<file path="src/endec_regs_map.svh">
// Overview of operation
// - buffer address low, mid and high bytes decode at primary and alias offsets
// - buffer address high: bits 5-0 address, bit 6 reserved, bit 7 transfer active
// - config one: bit 7 chip reset, bit 6 halt/busy, bit 5 error reset
// - config one: bit 4 start corrector/busy, bit 3 suppress vectors, bits 2-0 mode
// - config two: bit 6 segmentation, bit 5 pointer bytes enable, bit 4 source mode
// - config two: bit 3 speed tolerance, bit 1 disk size, bit 0 sector size
// - config three: bit 7 disables irq driver, bit 6 makes irq active low
// - config three bits 5-2: calibration window, gates, correction off, erasure pointers
// - config three: bit 1 forces encoded output high on erase, bit 0 continuous read
// - sector count in bits 5-0, edge input polarities in bits 7-6
// - target sector in bits 5-0, id copy selector in bits 7-6
// - target track is sixteen bits in low and high bytes
// - compare sector bits 5-0, reserved 7-6; compare track low and high
// - irq enable bits 7-4 mask media, correction, edge one, edge zero
// - irq enable bits 3-0: companion pass-through, compare found, count zero, done
// - media enable bits 7-5: pseudo mark access, mark outside window, id error
// - media enable bits 4-0: sync recovered, sync fatal, resync, written flag, done
// - four read-write user bytes keep the last value written
// - write-only test register sets the sector mark window
// - read-write test register for testing only
// - disabled edge inputs are readable like ordinary general inputs
`ifndef ENDEC_REGS_MAP_SVH
`define ENDEC_REGS_MAP_SVH
`define OFS_CFG1 7'h10
`define OFS_CFG2 7'h11
`define OFS_CFG3 7'h12
`define OFS_SPT 7'h13
`define OFS_TSEC 7'h14
`define OFS_TTRL 7'h15
`define OFS_TTRH 7'h16
`define OFS_CSEC 7'h17
`define OFS_CTRL 7'h18
`define OFS_CTRH 7'h19
`define OFS_XCNT 7'h1a
`define OFS_CCNT 7'h1b
`define OFS_BAL 7'h1c
`define OFS_BAM 7'h1d
`define OFS_BAH 7'h1e
`define OFS_REV 7'h1f
`define OFS_IEN 7'h20
`define OFS_MEN 7'h21
`define OFS_USR0 7'h34
`define OFS_USR1 7'h35
`define OFS_USR2 7'h36
`define OFS_USR3 7'h37
`define OFS_GPIN 7'h38
`define OFS_GPOUT 7'h39
`define OFS_TWIN 7'h3e
`define OFS_TEST 7'h3f
`define OFS_EDGE 7'h40
`define OFS_BAL_A 7'h57
`define OFS_BAM_A 7'h58
`define OFS_BAH_A 7'h59
`define CFG2_MASK 8'h7b
`define SEC_MASK 8'h3f
`define BAH_MASK 8'h3f
`define BIT_RESET 7
`define BIT_HALT 6
`define BIT_ERST 5
`define BIT_START 4
`define BIT_IRQ_OFF 7
`define BIT_IRQ_NEG 6
`define BIT_GP1_EN 5
`define BIT_GP0_EN 4
`define BIT_XFER 7
`define RST_BYTE 8'h00
// revision byte value is arbitrary
`define REV_VALUE 8'h01
`endif

</file>
<file path="src/endec_regs_pkg.sv">
package endec_regs_pkg;
    typedef logic [7:0] byte_t;
    typedef logic [6:0] addr_t;
    typedef enum logic [1:0] {
        ACC_NONE,
        ACC_RW,
        ACC_RO,
        ACC_WO
    } access_e;
endpackage

</file>
<file path="src/endec_regs.sv">
`include "endec_regs_map.svh"

module endec_regs
    import endec_regs_pkg::*;
(
    // clock and reset
    input wire logic CLK_I,
    input wire logic RST_I,
    // register port
    input wire logic [6:0] ADDR_I,
    input wire logic [7:0] WDATA_I,
    input wire logic WR_I,
    input wire logic RD_I,
    output logic [7:0] RDATA_O,
    // core status
    input wire logic CHIP_BUSY_I,
    input wire logic ECC_BUSY_I,
    input wire logic XFER_ACTIVE_I,
    input wire logic [7:0] CORR_COUNT_I,
    input wire logic IRQ_PENDING_I,
    // pins
    input wire logic [7:0] GPIN_I,
    input wire logic [1:0] EDGE_IRQ_I,
    output logic [7:0] GPOUT_O,
    output logic IRQ_O,
    output logic IRQ_OE_O,
    // control pulses
    output logic CHIP_RESET_O,
    output logic HALT_O,
    output logic ERR_RESET_O,
    output logic ECC_START_O,
    // configuration
    output logic [7:0] CFG1_O,
    output logic [7:0] CFG2_O,
    output logic [7:0] CFG3_O,
    output logic [7:0] SPT_O,
    output logic [7:0] TSEC_O,
    output logic [15:0] TTRK_O,
    output logic [7:0] CSEC_O,
    output logic [15:0] CTRK_O,
    output logic [7:0] XCNT_O,
    output logic [21:0] BUF_ADDR_O,
    output logic [7:0] IEN_O,
    output logic [7:0] MEN_O,
    output logic [7:0] TWIN_O,
    output logic [7:0] TEST_O
);

    // ------------------------------------------------------------
    // decode
    // ------------------------------------------------------------
    function automatic access_e acc_of(input addr_t a);
        if (a >= `OFS_CFG1 && a <= `OFS_XCNT) acc_of = ACC_RW;
        else if (a == `OFS_CCNT || a == `OFS_REV || a == `OFS_GPIN) acc_of = ACC_RO;
        else if (a >= `OFS_BAL && a <= `OFS_BAH) acc_of = ACC_RW;
        else if (a == `OFS_IEN || a == `OFS_MEN) acc_of = ACC_RW;
        else if (a >= `OFS_USR0 && a <= `OFS_GPOUT) acc_of = ACC_RW;
        else if (a == `OFS_TWIN) acc_of = ACC_WO;
        else if (a == `OFS_TEST) acc_of = ACC_RW;
        else if (a >= `OFS_BAL_A && a <= `OFS_BAH_A) acc_of = ACC_RW;
        else acc_of = ACC_NONE;
    endfunction

    // alias fold: alias offsets map onto the primary slot
    function automatic addr_t fold(input addr_t a);
        if (a >= `OFS_BAL_A && a <= `OFS_BAH_A) fold = 7'(a - `OFS_BAL_A + `OFS_BAL);
        else fold = a;
    endfunction

    addr_t wa;
    logic wen;
    assign wa = fold(ADDR_I);
    // writes to reserved or read-only offsets ignored
    assign wen = WR_I && (acc_of(ADDR_I) == ACC_RW || acc_of(ADDR_I) == ACC_WO)
        && ADDR_I != `OFS_GPIN;

    // ------------------------------------------------------------
    // storage
    // ------------------------------------------------------------
    logic [7:0] cfg1_q, cfg2_q, cfg3_q, spt_q, tsec_q, ttl_q, tth_q;
    logic [7:0] csec_q, ctl_q, cth_q, xcnt_q, bal_q, bam_q, bah_q;
    logic [7:0] ien_q, men_q, gpout_q, twin_q, test_q;
    logic [7:0] usr_q [4];

    always_ff @(posedge CLK_I) begin
        if (RST_I) begin
            cfg1_q <= `RST_BYTE;
        end else if (wen && wa == `OFS_CFG1) begin
            // mode and suppress bits stored, control bits as levels
            cfg1_q <= WDATA_I;
        end
    end

    always_ff @(posedge CLK_I) begin
        if (RST_I) begin
            cfg2_q <= `RST_BYTE;
            cfg3_q <= `RST_BYTE;
            spt_q <= `RST_BYTE;
            tsec_q <= `RST_BYTE;
            ttl_q <= `RST_BYTE;
            tth_q <= `RST_BYTE;
            csec_q <= `RST_BYTE;
            ctl_q <= `RST_BYTE;
            cth_q <= `RST_BYTE;
            xcnt_q <= `RST_BYTE;
        end else if (wen) begin
            case (wa)
                // reserved bits 7 and 2 dropped
                `OFS_CFG2: cfg2_q <= WDATA_I & `CFG2_MASK;
                `OFS_CFG3: cfg3_q <= WDATA_I;
                `OFS_SPT: spt_q <= WDATA_I;
                `OFS_TSEC: tsec_q <= WDATA_I;
                `OFS_TTRL: ttl_q <= WDATA_I;
                `OFS_TTRH: tth_q <= WDATA_I;
                `OFS_CSEC: csec_q <= WDATA_I & `SEC_MASK;
                `OFS_CTRL: ctl_q <= WDATA_I;
                `OFS_CTRH: cth_q <= WDATA_I;
                `OFS_XCNT: xcnt_q <= WDATA_I;
                default: ;
            endcase
        end
    end

    // buffer address shared by primary and alias
    always_ff @(posedge CLK_I) begin
        if (RST_I) begin
            bal_q <= `RST_BYTE;
            bam_q <= `RST_BYTE;
            bah_q <= `RST_BYTE;
        end else if (wen) begin
            case (wa)
                `OFS_BAL: bal_q <= WDATA_I;
                `OFS_BAM: bam_q <= WDATA_I;
                `OFS_BAH: bah_q <= WDATA_I & `BAH_MASK;
                default: ;
            endcase
        end
    end

    always_ff @(posedge CLK_I) begin
        if (RST_I) begin
            ien_q <= `RST_BYTE;
            men_q <= `RST_BYTE;
        end else if (wen && wa == `OFS_IEN) begin
            ien_q <= WDATA_I;
        end else if (wen && wa == `OFS_MEN) begin
            men_q <= WDATA_I;
        end
    end

    genvar gi;
    generate
        for (gi = 0; gi < 4; gi++) begin : g_usr
            always_ff @(posedge CLK_I) begin
                if (RST_I) begin
                    usr_q[gi] <= `RST_BYTE;
                end else if (wen && wa == 7'(`OFS_USR0 + gi)) begin
                    usr_q[gi] <= WDATA_I;
                end
            end
        end
    endgenerate

    always_ff @(posedge CLK_I) begin
        if (RST_I) begin
            gpout_q <= `RST_BYTE;
            twin_q <= `RST_BYTE;
            test_q <= `RST_BYTE;
        end else if (wen) begin
            case (wa)
                `OFS_GPOUT: gpout_q <= WDATA_I;
                `OFS_TWIN: twin_q <= WDATA_I;
                `OFS_TEST: test_q <= WDATA_I;
                default: ;
            endcase
        end
    end

    // ------------------------------------------------------------
    // command pulses
    // ------------------------------------------------------------
    logic rst_p_q, halt_p_q, erst_p_q, start_p_q;
    always_ff @(posedge CLK_I) begin
        if (RST_I) begin
            rst_p_q <= 1'b0;
            halt_p_q <= 1'b0;
            erst_p_q <= 1'b0;
            start_p_q <= 1'b0;
        end else begin
            // chip reset, halt and error reset as one-cycle pulses
            rst_p_q <= wen && wa == `OFS_CFG1 && WDATA_I[`BIT_RESET];
            halt_p_q <= wen && wa == `OFS_CFG1 && WDATA_I[`BIT_HALT];
            erst_p_q <= wen && wa == `OFS_CFG1 && WDATA_I[`BIT_ERST];
            start_p_q <= wen && wa == `OFS_CFG1 && WDATA_I[`BIT_START];
        end
    end

    // ------------------------------------------------------------
    // read mux
    // ------------------------------------------------------------
    logic [7:0] rd_d;
    always_comb begin
        rd_d = 8'h00;
        case (fold(ADDR_I))
            // bits 6 and 4 read back busy
            `OFS_CFG1: rd_d = {cfg1_q[7], CHIP_BUSY_I, cfg1_q[5], ECC_BUSY_I, cfg1_q[3:0]};
            `OFS_CFG2: rd_d = cfg2_q;
            `OFS_CFG3: rd_d = cfg3_q;
            `OFS_SPT: rd_d = spt_q;
            `OFS_TSEC: rd_d = tsec_q;
            `OFS_TTRL: rd_d = ttl_q;
            `OFS_TTRH: rd_d = tth_q;
            `OFS_CSEC: rd_d = csec_q;
            `OFS_CTRL: rd_d = ctl_q;
            `OFS_CTRH: rd_d = cth_q;
            `OFS_XCNT: rd_d = xcnt_q;
            `OFS_CCNT: rd_d = CORR_COUNT_I;
            `OFS_BAL: rd_d = bal_q;
            `OFS_BAM: rd_d = bam_q;
            `OFS_BAH: rd_d = {XFER_ACTIVE_I, bah_q[6:0]};
            `OFS_REV: rd_d = `REV_VALUE;
            `OFS_IEN: rd_d = ien_q;
            `OFS_MEN: rd_d = men_q;
            `OFS_USR0: rd_d = usr_q[0];
            `OFS_USR1: rd_d = usr_q[1];
            `OFS_USR2: rd_d = usr_q[2];
            `OFS_USR3: rd_d = usr_q[3];
            `OFS_GPIN: rd_d = GPIN_I;
            // disabled edge inputs read like general inputs
            `OFS_EDGE: rd_d = {6'h00, edge_lvl_q};
            `OFS_GPOUT: rd_d = gpout_q;
            `OFS_TEST: rd_d = test_q;
            // write-only and reserved offsets read zero
            default: rd_d = 8'h00;
        endcase
    end

    logic [7:0] rdata_q;
    always_ff @(posedge CLK_I) begin
        if (RST_I) rdata_q <= 8'h00;
        else if (RD_I) rdata_q <= rd_d;
    end

    // edge inputs status readable when their enable is clear
    logic [1:0] edge_lvl_q;
    always_ff @(posedge CLK_I) begin
        if (RST_I) edge_lvl_q <= 2'b00;
        else edge_lvl_q <= EDGE_IRQ_I & ~{ien_q[`BIT_GP1_EN], ien_q[`BIT_GP0_EN]};
    end

    // ------------------------------------------------------------
    // outputs
    // ------------------------------------------------------------
    assign RDATA_O = rdata_q;
    assign GPOUT_O = gpout_q;
    assign IRQ_O = cfg3_q[`BIT_IRQ_NEG] ? ~IRQ_PENDING_I : IRQ_PENDING_I;
    assign IRQ_OE_O = ~cfg3_q[`BIT_IRQ_OFF];
    assign CHIP_RESET_O = rst_p_q;
    assign HALT_O = halt_p_q;
    assign ERR_RESET_O = erst_p_q;
    assign ECC_START_O = start_p_q;
    assign CFG1_O = cfg1_q;
    assign CFG2_O = cfg2_q;
    assign CFG3_O = cfg3_q;
    assign SPT_O = spt_q;
    assign TSEC_O = tsec_q;
    assign TTRK_O = {tth_q, ttl_q};
    assign CSEC_O = csec_q;
    assign CTRK_O = {cth_q, ctl_q};
    assign XCNT_O = xcnt_q;
    assign BUF_ADDR_O = {bah_q[5:0], bam_q, bal_q};
    assign IEN_O = ien_q;
    assign MEN_O = men_q;
    assign TWIN_O = twin_q;
    assign TEST_O = test_q;
endmodule

</file>
<file path="config.mk">
export PLATFORM = sky130hd
export DESIGN_NAME = endec_regs
export DESIGN_NICKNAME = d
export VERILOG_FILES = /design/src/endec_regs_pkg.sv /design/src/endec_regs.sv
export VERILOG_INCLUDE_DIRS = /design/src
export SDC_FILE = /design/constraint.sdc
export NUM_CORES = 1
export LEC_CHECK = 0
export ABC_AREA = 1
export CORE_MARGIN = 2
export CORE_UTILIZATION = 30
export DETAILED_ROUTE_END_ITERATION = 16
export DONT_BUFFER_PORTS = 1
export PLACE_DENSITY = 0.53
export SYNTH_ARGS = -nofsm -noshare
export SYNTH_HDL_FRONTEND = slang
export SYNTH_SLANG_ARGS = --single-unit
</file>
<file path="constraint.sdc">
create_clock -name CLK_I -period 3.64 [get_ports CLK_I]
set_input_delay 0.728 -clock CLK_I [delete_from_list [all_inputs] [get_ports CLK_I]]
set_output_delay 0.728 -clock CLK_I [all_outputs]
set_load 0.005 [all_outputs]
</file>
==> results of run 1 <==
## metrics by stage
| stage | setup WS, ns | utilization |
|---|---|---|
| floorplan | 0.515 | - |
| global placement | 0.429 | 0.313 |
| detailed placement | 0.384 | 0.313 |
| CTS | 0.856 | 0.333 |
| global route | 0.543 | 0.333 |
| finish | 0.809 | 0.333 |
## cell usage after synthesis
library cell / n
inv_2: 8
nand4_1: 13
buf_6: 1
o31ai_1: 2
xor2_1: 2
o21ai_0: 144
conb_1: 1
clkbuf_1: 33
nand3_1: 191
o21ai_1: 4
a31o_1: 1
buf_4: 29
nand2_2: 17
edfxtp_1: 32
nand3_2: 4
a31o_2: 1
nor2_4: 22
buf_2: 26
nand2_1: 183
nor2_8: 1
a21oi_1: 157
nor3_2: 2
nand2_4: 6
nand4_4: 1
xnor2_1: 1
clkinv_1: 2
nor2_2: 11
nand3b_1: 1
nor3_4: 1
inv_1: 34
nor4_1: 3
nor2_1: 105
ha_1: 4
dfxtp_1: 160
nor3_1: 2
## power by group through the flow
stage / clock [mW] / sequential [mW] / combinational (mW)
2_1_floorplan: 0 / 2.23 / 0.227
3_3_place_gp: 0 / 2.24 / 0.318
4_1_cts: 1.99 / 2.19 / 0.320
6_report: 1.98 / 2.19 / 0.326
3_5_place_dp: 0 / 2.24 / 0.319
5_1_grt: 2.07 / 2.19 / 0.346
## cells in the final DEF, fill, tap and decap left out, drive strengths merged
cell type | netlist | final
nand4 | 14 | 14
xor2 | 2 | 2
inv | 42 | 52
nor4 | 3 | 3
edfxtp | 32 | 32
nor3 | 5 | 5
o31ai | 2 | 2
conb | 1 | 4
o21ai | 148 | 148
ha | 4 | 4
nor2 | 139 | 139
clkbuf | 33 | 17
a31o | 2 | 2
xnor2 | 1 | 1
nand3b | 1 | 1
dfxtp | 160 | 160
clkinv | 2 | 7
nand2 | 206 | 206
buf | 56 | 31
a21oi | 157 | 157
nand3 | 195 | 195
## cell families after synthesis
family | Yosys count | synth area share
xor+xnor | 3 | 0.00285
simple gates | 563 | 0.300
other cells | 1 | 0.000407
buf+inv | 133 | 0.0703
fa+ha+maj | 4 | 0.00543
compound gates | 309 | 0.169
flops | 192 | 0.452
## critical path: stages
cell     delay, ns
inv_1         0.11
ha_1          0.21
inv_1         0.05
nor2_1        0.13
nand2_2       0.08
nand2_2       0.08
nand2_4       0.08
nand3_1       0.10
nand2_2       0.11
inv_2         0.10
nand2_2       0.16
nor2_4        0.44
nand2_1       0.20
nor2_4        0.34
o21ai_0       0.12
a21oi_1       0.17
## final cells by class
class                           instances  area share
Sequential cell                       192       0.411
Timing Repair Buffer                   31      0.0279
Multi-Input combinational cell        883       0.436
Clock inverter                         15      0.0178
Tap cell                              396      0.0489
Clock buffer                           17      0.0420
Inverter                               44      0.0164
## worst paths after layout
path / to / depth (start not counted)
setup reg to reg: RDATA_O[2] / 8
setup / recovery: ctl_q[0] / 16
hold / removal: ERR_RESET_O / 1
hold reg to reg: edge_lvl_q[0] / 1
## metal layers
layer	vias up	global-route usage	share of wire
li1	4052	-	-
met1	4100	0.284	0.41
met2	394	0.349	0.46
met3	44	0.0670	0.098
met4	2	0.0685	0.024
met5	-	0	0.00036
==> impl_metrics.yaml, run 1 <==
cts:
  clkSinkCount: 192
  ctsHtreeMaxLevel: 4
  cts_tree: "done"
  insertion_delay_ns: 0.45
  cts_buffers: 17
  cts-root-buf: "clkbuf_16"
  post_cts_buffers: 0
  cts_max_path_buffers: 2
  cts.clk_slew.worst_paths_ns: 0.08
  ctsHoldBuffers: 0
  cts_resized: 0
run:
  drv_cap: 0
cells_and_area:
  n_fill_cell: 3209
  largest-register: "usr_q"
  regArea_um2: 4160
  multi_input_area_um2: 4420
  antenna_cells: 0
  drive_gt1_frac: 0.117
  nets: 1214
  largest_register_ffs: 32
  syn2layout_area_growth_pct: 9.97
  stdcell_count: 1578
  fin_area_um2: 10100
die:
  start_util: 0.303
  coreArea_um2: 30400
  rows: 64
  io_pins: 205
  dieHeight_um: 179
  dieArea_um2: 32100
  die_w_um: 179
timing:
  clock.fmax_mhz: 353
  finalCritPeriodShare: 0.778
  setup_viol: 0
  fin_skew_ns: 0.0177
  rsz0062_at_grt: "no"
  min_period_ns: 2.83
  finalSetupTns_ns: 0
  relSlewSlack: 0.159
  tightest_slew_ns: 1.26
  holdWs_ns: 0.331
  drv_slew: 0
  hold_violations: 0
placed_design:
  placed_cell_area_um2: 9530
  io_buffers: 0
  hpwlAfterDp_um: 25800
  dp.cells: 1546
  gp_congestion: 0.845
grt:
  first_global_vias: 7915
  antenna_found_initial: 1
  grtUsageTotal: 0.220
  grt_pass1_wl_um: 52300
  overflow: 0
  grt_max_degree: 85
power:
  vdd_ir_drop_max_mv: 0.348
  p_leak_nw: 4.13
  power_frac_seq: 0.487
  p_sw_frac: 0.289
  p_int_mw: 3.19
  clockPowerShare: 0.441
  total_power_mw: 4.49
  p_comb_frac: 0.072
  p_per_area_nw_per_um2: 443
  switchingPower_mw: 1.30
synth:
  synth_area_leaders: "dfxtp_1 (35%), edfxtp_1 (10%), nand3_1 (10%)"
  syn_area_um2: 9210
  netlist_instances: 1205
  post_synth.cell_area_avg_um2: 7.65
  yosysTopAreaCell: "dfxtp_1"
  ys_ff_latch: 192
  ys_seq_area_frac: 0.452
  ys_types: 35
  yosys_warnings: 0
  synth_top_area_share: 0.348
routing:
  vias: 8592
  detail_route.drc_violations: 0
  first_pass_iters: 5
  wire_per_inst_um: 22.7
  via_per_inst: 5.44
  drt-initial-drc-count: 974
  antenna_left: 0
  routed_wl_um: 35900
worst_setup_path:
  cp_max_fo: 16
  worst-r2r-setup-slack_ns: 2.28
  critPathKind: "in2reg"
  regToRegStartpoint: "CSEC_O[2]"
  cp-startpoint: "ADDR_I[1]"
  cp_data_required_time_ns: 4.02
  startpoint_type: "input port"
  endpoint_kind: "flip-flop"
  crit_arrival_ns: 3.22
min_path:
  hp-start: "RST_I"
  min_path_type: "in2reg"
status:
  status: "complete, no violations"
(Power assumes the default switching activity.)
==> run 2: changes to the inputs <==
--- a/config.mk
+++ b/config.mk
@@ -11,7 +11,7 @@
 export CORE_UTILIZATION = 30
 export DETAILED_ROUTE_END_ITERATION = 16
 export DONT_BUFFER_PORTS = 1
-export PLACE_DENSITY = 0.53
+export PLACE_DENSITY = 0.54
 export SYNTH_ARGS = -nofsm -noshare
 export SYNTH_HDL_FRONTEND = slang
 export SYNTH_SLANG_ARGS = --single-unit
==> constraint.sdc (replaced) <==
create_clock -name CLK_I -period 2.6 [get_ports CLK_I]
set_input_delay 0.52 -clock CLK_I [delete_from_list [all_inputs] [get_ports CLK_I]]
set_output_delay 0.52 -clock CLK_I [all_outputs]
set_load 0.005 [all_outputs]
==> run 2 against run 1 <==
Net effect:
- sequential share of layout area is 3.3 points lower
- power is 40% higher
- non-clock buffer count is 90 higher
- global-route usage rose by 1.0 points
- clock-buffer cell count up 4
- register-to-register slack got worse by 0.94 ns
- via count increased by 2.5%
- highest routed layer unchanged
==> impl_metrics.yaml, run 2 (synthesized netlist as in run 1, its figures left out) <==
status:
  status: "complete, no violations"
routing:
  vias: 8808
  detail_route.drc_violations: 0
  wire_per_inst_um: 22.1
  routed_wl_um: 37000
  first_pass_iters: 5
  antenna_left: 0
  via_per_inst: 5.27
  drt-initial-drc-count: 962
cells_and_area:
  layout_common_cells: "nand3_1 (191), nand2_1 (183), dfxtp_1 (160)"
  nets: 1304
  largest-register: "usr_q"
  largest_register_ffs: 32
  stdcell_count: 1670
  syn2layout_area_growth_pct: 19.6
  drive_gt1_frac: 0.181
  layout_commonest_cell: "nand3_1"
  n_fill_cell: 3152
  final_util: 0.362
  fin_area_um2: 11000
grt:
  grt_max_degree: 72
  grt_pass1_wl_um: 54300
  grtUsageTotal: 0.230
  first_global_vias: 8321
  antenna_found_initial: 3
  overflow: 0
cts:
  cts-root-buf: "clkbuf_16"
  ctsHtreeMaxLevel: 4
  clkSinkCount: 192
  cts.clk_slew.worst_paths_ns: 0.08
  cts_resized: 0
  cts_max_path_buffers: 2
  insertion_delay_ns: 0.44
  cts_tree: "done"
  post_cts_buffers: 0
  ctsHoldBuffers: 0
  cts_buffers: 17
timing:
  setup_viol: 0
  rsz0062_at_grt: "no"
  fin_skew_ns: 0.00826
  min_period_ns: 2.37
  relSlewSlack: 0.425
  clock.fmax_mhz: 421
  tightest_slew_ns: 0.861
  hold_violations: 0
  drv_slew: 0
  finalCritPeriodShare: 0.913
  holdWs_ns: 0.132
placed_design:
  placed_cell_area_um2: 10400
  hpwlAfterDp_um: 27800
  io_buffers: 0
  dp.cells: 1636
  gp_congestion: 0.929
power:
  total_power_mw: 6.28
  p_per_area_nw_per_um2: 570
  p_sw_frac: 0.271
  vdd_ir_drop_max_mv: 0.467
  power_frac_seq: 0.487
  p_leak_nw: 4.64
  p_comb_frac: 0.088
  switchingPower_mw: 1.70
  p_int_mw: 4.58
  clockPowerShare: 0.424
die:
  dieArea_um2: 32100
  start_util: 0.303
  rows: 64
  io_pins: 205
  die_w_um: 179
  coreArea_um2: 30400
  dieHeight_um: 179
run:
  drv_cap: 0
worst_setup_path:
  cp_max_fo: 9
  startpoint_type: "input port"
  cp_data_required_time_ns: 2.98
  crit_arrival_ns: 2.76
  endpoint_kind: "flip-flop"
  critPathKind: "in2reg"
min_path:
  min_path_type: "in2reg"
## run 2: cell count changes in the layout (fill, tap and decap cells not counted), moves of 2 or more
cell / change
o21ai_2: +2
inv_12: -4
clkbuf_8: +3
buf_4: +73
buf_12: +17
o21ai_0: -3
diode_2: +2
## run 2: power groups by stage
| stage | sequential [mW] | clock (mW) | combinational [mW] |
|---|---|---|---|
| after floorplan | 3.13 | 0 | 0.320 |
| after global placement | 3.13 | 0 | 0.549 |
| after detailed placement | 3.13 | 0 | 0.548 |
| after CTS | 3.06 | 2.70 | 0.550 |
| after global routing | 3.07 | 2.81 | 0.592 |
| final | 3.06 | 2.67 | 0.555 |
## run 2: final timing paths
check | startpoint | end | slack, ns | depth (start not counted)
max | ADDR_I[1] | RDATA_O[3] | 0.23 | 21
min | RST_I | CFG1_O[5] | 0.13 | 1
min reg2reg | IEN_O[4] | edge_lvl_q[0] | 0.50 | 1
max reg2reg | CSEC_O[2] | RDATA_O[2] | 1.34 | 8
## run 2: layout make-up
class / count / area [um2] / share of cell area
diodes: 2 / 5.00 / 0.000454
clock buffers: 21 / 470 / 0.0427
clock inverters: 11 / 114 / 0.0103
inverters: 44 / 166 / 0.0151
multi-input cells: 883 / 4430 / 0.402
flip-flops and latches: 192 / 4160 / 0.378
well taps: 396 / 495 / 0.0450
repair buffers: 121 / 1170 / 0.106
## run 2: worst max-delay path, stage by stage
cell	delay [ns]
inv_1	0.05
ha_1	0.16
inv_1	0.04
nor2_1	0.12
nand2_2	0.08
nand2_2	0.08
nand2_4	0.08
nand3_1	0.10
nand2_2	0.10
inv_2	0.07
nand2_2	0.13
buf_4	0.18
nor2_4	0.27
nand3_1	0.20
nand2_1	0.12
nor2_1	0.05
nand2_1	0.11
nor2_1	0.07
nand2_1	0.06
nand2_1	0.05
a21oi_1	0.11
## run 2: layer usage
layer,track usage,part of all wire,up-vias
li1,-,-,4223
met1,0.304,0.42,4112
met2,0.353,0.45,424
met3,0.0698,0.11,47
met4,0.0806,0.025,2
met5,0,0.00022,-
## run 2: through the flow
step / setup TNS, ns / setup WS (ns)
2_1_floorplan: 0 / 0.0178
3_5_place_dp: -4.29 / -0.168
3_3_place_gp: -2.31 / -0.136
5_1_grt: 0 / 0.0136
4_1_cts: 0 / 0.295
6_report: 0 / 0.226
==> run 3: changes to the inputs <==
--- a/config.mk
+++ b/config.mk
@@ -7,11 +7,12 @@
 export NUM_CORES = 1
 export LEC_CHECK = 0
 export ABC_AREA = 1
+export ABC_CLOCK_PERIOD_IN_PS = 2100
+export BUFFER_PORTS_ARGS = -buffer_cell sky130_fd_sc_hd__clkbuf_2
 export CORE_MARGIN = 2
 export CORE_UTILIZATION = 30
 export DETAILED_ROUTE_END_ITERATION = 16
-export DONT_BUFFER_PORTS = 1
-export PLACE_DENSITY = 0.54
+export PLACE_DENSITY = 0.6
 export SYNTH_ARGS = -nofsm -noshare
 export SYNTH_HDL_FRONTEND = slang
 export SYNTH_SLANG_ARGS = --single-unit
==> constraint.sdc (replaced) <==
create_clock -name CLK_I -period 2.1 [get_ports CLK_I]
set_input_delay 0.42 -clock CLK_I [delete_from_list [all_inputs] [get_ports CLK_I]]
set_output_delay 0.42 -clock CLK_I [all_outputs]
set_load 0.005 [all_outputs]
==> run 3 against run 2 <==
Net effect:
- utilization grew 9.5 points
- first-iteration DRC count grew 47%
- non-clock buffer count grew 262
- the run now ends with setup timing left
- combinational power grew 86%
- cell count grew 16%
- via count grew 18%
- largest power group unchanged
- sequential share of layout area shrank 7.9 points
- worst hold slack gained 0.047 ns
==> impl_metrics.yaml, run 3 (synthesized netlist as in run 1, its figures left out) <==
timing:
  clock.fmax_mhz: 432
  worst_slack_ns: -0.214
  setup_viol: 165
  rsz0062_at_grt: "yes"
  fin_skew_ns: 0.0116
  drv_slew: 0
  finalCritPeriodShare: 1.10
  hold_violations: 0
  holdWs_ns: 0.179
  min_period_ns: 2.31
  relSlewSlack: 0.359
  tightest_slew_ns: 0.955
run:
  drv_cap: 0
routing:
  vias: 10400
  wire_per_inst_um: 20.5
  detail_route.drc_violations: 0
  antenna_left: 0
  drt-initial-drc-count: 1415
  first_pass_iters: 5
  via_per_inst: 5.39
  routed_wl_um: 39600
cells_and_area:
  largest-register: "usr_q"
  layout_common_cells: "clkbuf_2 (196), nand3_1 (181), dfxtp_1 (160)"
  nets: 1567
  syn2layout_area_growth_pct: 50.9
  n_fill_cell: 2936
  antenna_cells: 0
  drive_gt1_frac: 0.404
  layout_commonest_cell: "clkbuf_2"
  largest_register_ffs: 32
status:
  violations: "setup timing"
  status: "finished with violations"
die:
  coreArea_um2: 30400
  dieArea_um2: 32100
  rows: 64
  die_w_um: 179
  io_pins: 205
  dieHeight_um: 179
  start_util: 0.303
worst_setup_path:
  endpoint_kind: "flip-flop"
  crit_chain: "clkbuf_16 -> inv_6 -> ha_4 -> inv_2 -> nor2_4 -> nand2_2 -> nand2_2 -> nand2_4 -> nand2_8 -> nand2_4 -> nand3_4 -> buf_6 -> nor2_4 -> buf_6 -> nand2_8 -> buf_6 -> nor2_4 -> buf_12 -> buf_16 -> a21oi_1"
  crit_arrival_ns: 2.61
  slowest_stage: "nor2_4"
  cp_slowest_stage_delay_ns: 0.24
  worst-r2r-setup-slack_ns: 0.86
  critPathKind: "in2reg"
  setup.worst_path.end: "TWIN_O[7]"
  timing.rr.end: "RDATA_O[3]"
  startpoint_type: "input port"
  cp-startpoint: "ADDR_I[1]"
  regToRegStartpoint: "bal_q[3]"
  ff2ff_path_depth: 8
  cp_max_fo: 8
  cp_data_required_time_ns: 2.39
placed_design:
  pre_cts_slack_ns: -0.722
  io_buffers: 200
  hpwlAfterDp_um: 27200
  gp_congestion: 0.899
power:
  p_leak_nw: 6.27
  p_per_area_nw_per_um2: 578
  vdd_ir_drop_max_mv: 0.595
grt:
  grtUsageTotal: 0.233
  antenna_found_initial: 1
  grt_max_degree: 77
  overflow: 0
  grt_pass1_wl_um: 55400
  first_global_vias: 9074
cts:
  cts_max_path_buffers: 2
  ctsHtreeMaxLevel: 4
  cts_buffers: 17
  insertion_delay_ns: 0.44
  cts.clk_slew.worst_paths_ns: 0.08
  cts-root-buf: "clkbuf_16"
  cts_tree: "done"
  clkSinkCount: 192
min_path:
  min_path_type: "in2reg"
## run 3: cell count changes in the layout (fill, tap and decap cells not counted), sizes merged
cell and change:
buf +55, nor2 +1, diode -2, bufbuf +1, inv -2, clkinvlp +3, clkbuf +203, clkinv +1
## run 3: area by class of cell
class,count,area [um2],area share
Multi-Input combinational cell,884,5170,0.372
Sequential cell,192,4160,0.299
Timing Repair Buffer,383,3320,0.239
Tap cell,396,495,0.0356
Clock buffer,18,439,0.0316
Inverter,44,195,0.0140
Clock inverter,13,121,0.00873
## run 3: critical path: cells and delay by family
kind                     cells  cell delay (ns)
buffers and inverters        8             0.92
adder cells (fa/ha/maj)      1             0.15
AO/OA/AOI/OAI                1             0.06
AND/OR/NAND/NOR             10             1.03
## run 3: how the worst min path moves through the flow
stage                               end  cells past startpoint           from  slack [ns]
final                     edge_lvl_q[1]                      3  EDGE_IRQ_I[1]        0.18
after global routing      edge_lvl_q[0]                      3  EDGE_IRQ_I[0]        0.18
after CTS                 edge_lvl_q[1]                      3  EDGE_IRQ_I[1]        0.18
after detailed placement  edge_lvl_q[0]                      1       IEN_O[4]        0.48
after global placement        CFG1_O[4]                      1      CFG1_O[4]        0.47
after floorplan           edge_lvl_q[0]                      1       IEN_O[4]        0.44
## run 3: metrics by stage
stage	power, mW	std cells	setup TNS (ns)	util	area, um2
after floorplan	4.31	1208	-9.66	-	9510
after global placement	4.68	1836	-115.88	0.383	11700
after detailed placement	4.68	1836	-130.72	0.383	11700
after CTS	7.94	1895	-6.98	0.429	13100
after global routing	8.23	1930	-33.87	0.457	13900
final	8.04	1930	-11.64	0.457	13900
## run 3: routing by layer
| metal | routed length, um | GRT usage |
|---|---|---|
| met1 | 16300 | 0.318 |
| met2 | 18200 | 0.368 |
| met3 | 3780 | 0.0413 |
| met4 | 1360 | 0.0813 |
| met5 | 13 | 0 |
## run 3: where the power goes
| part | total (mW) | internal [mW] | switching, mW |
|---|---|---|---|
| logic | 1.03 | 0.396 | 0.633 |
| registers | 3.79 | 3.77 | 0.0195 |
| clock network | 3.22 | 1.59 | 1.62 |
## run 3: timing repair
item                                    4_1_cts  5_1_grt
pin swaps                                    42       37
hold buffers                                  0        0
resized for setup                           130      145
endpoints found under the setup margin      221      222
cloned                                        8        9
buffers inserted                             22       29
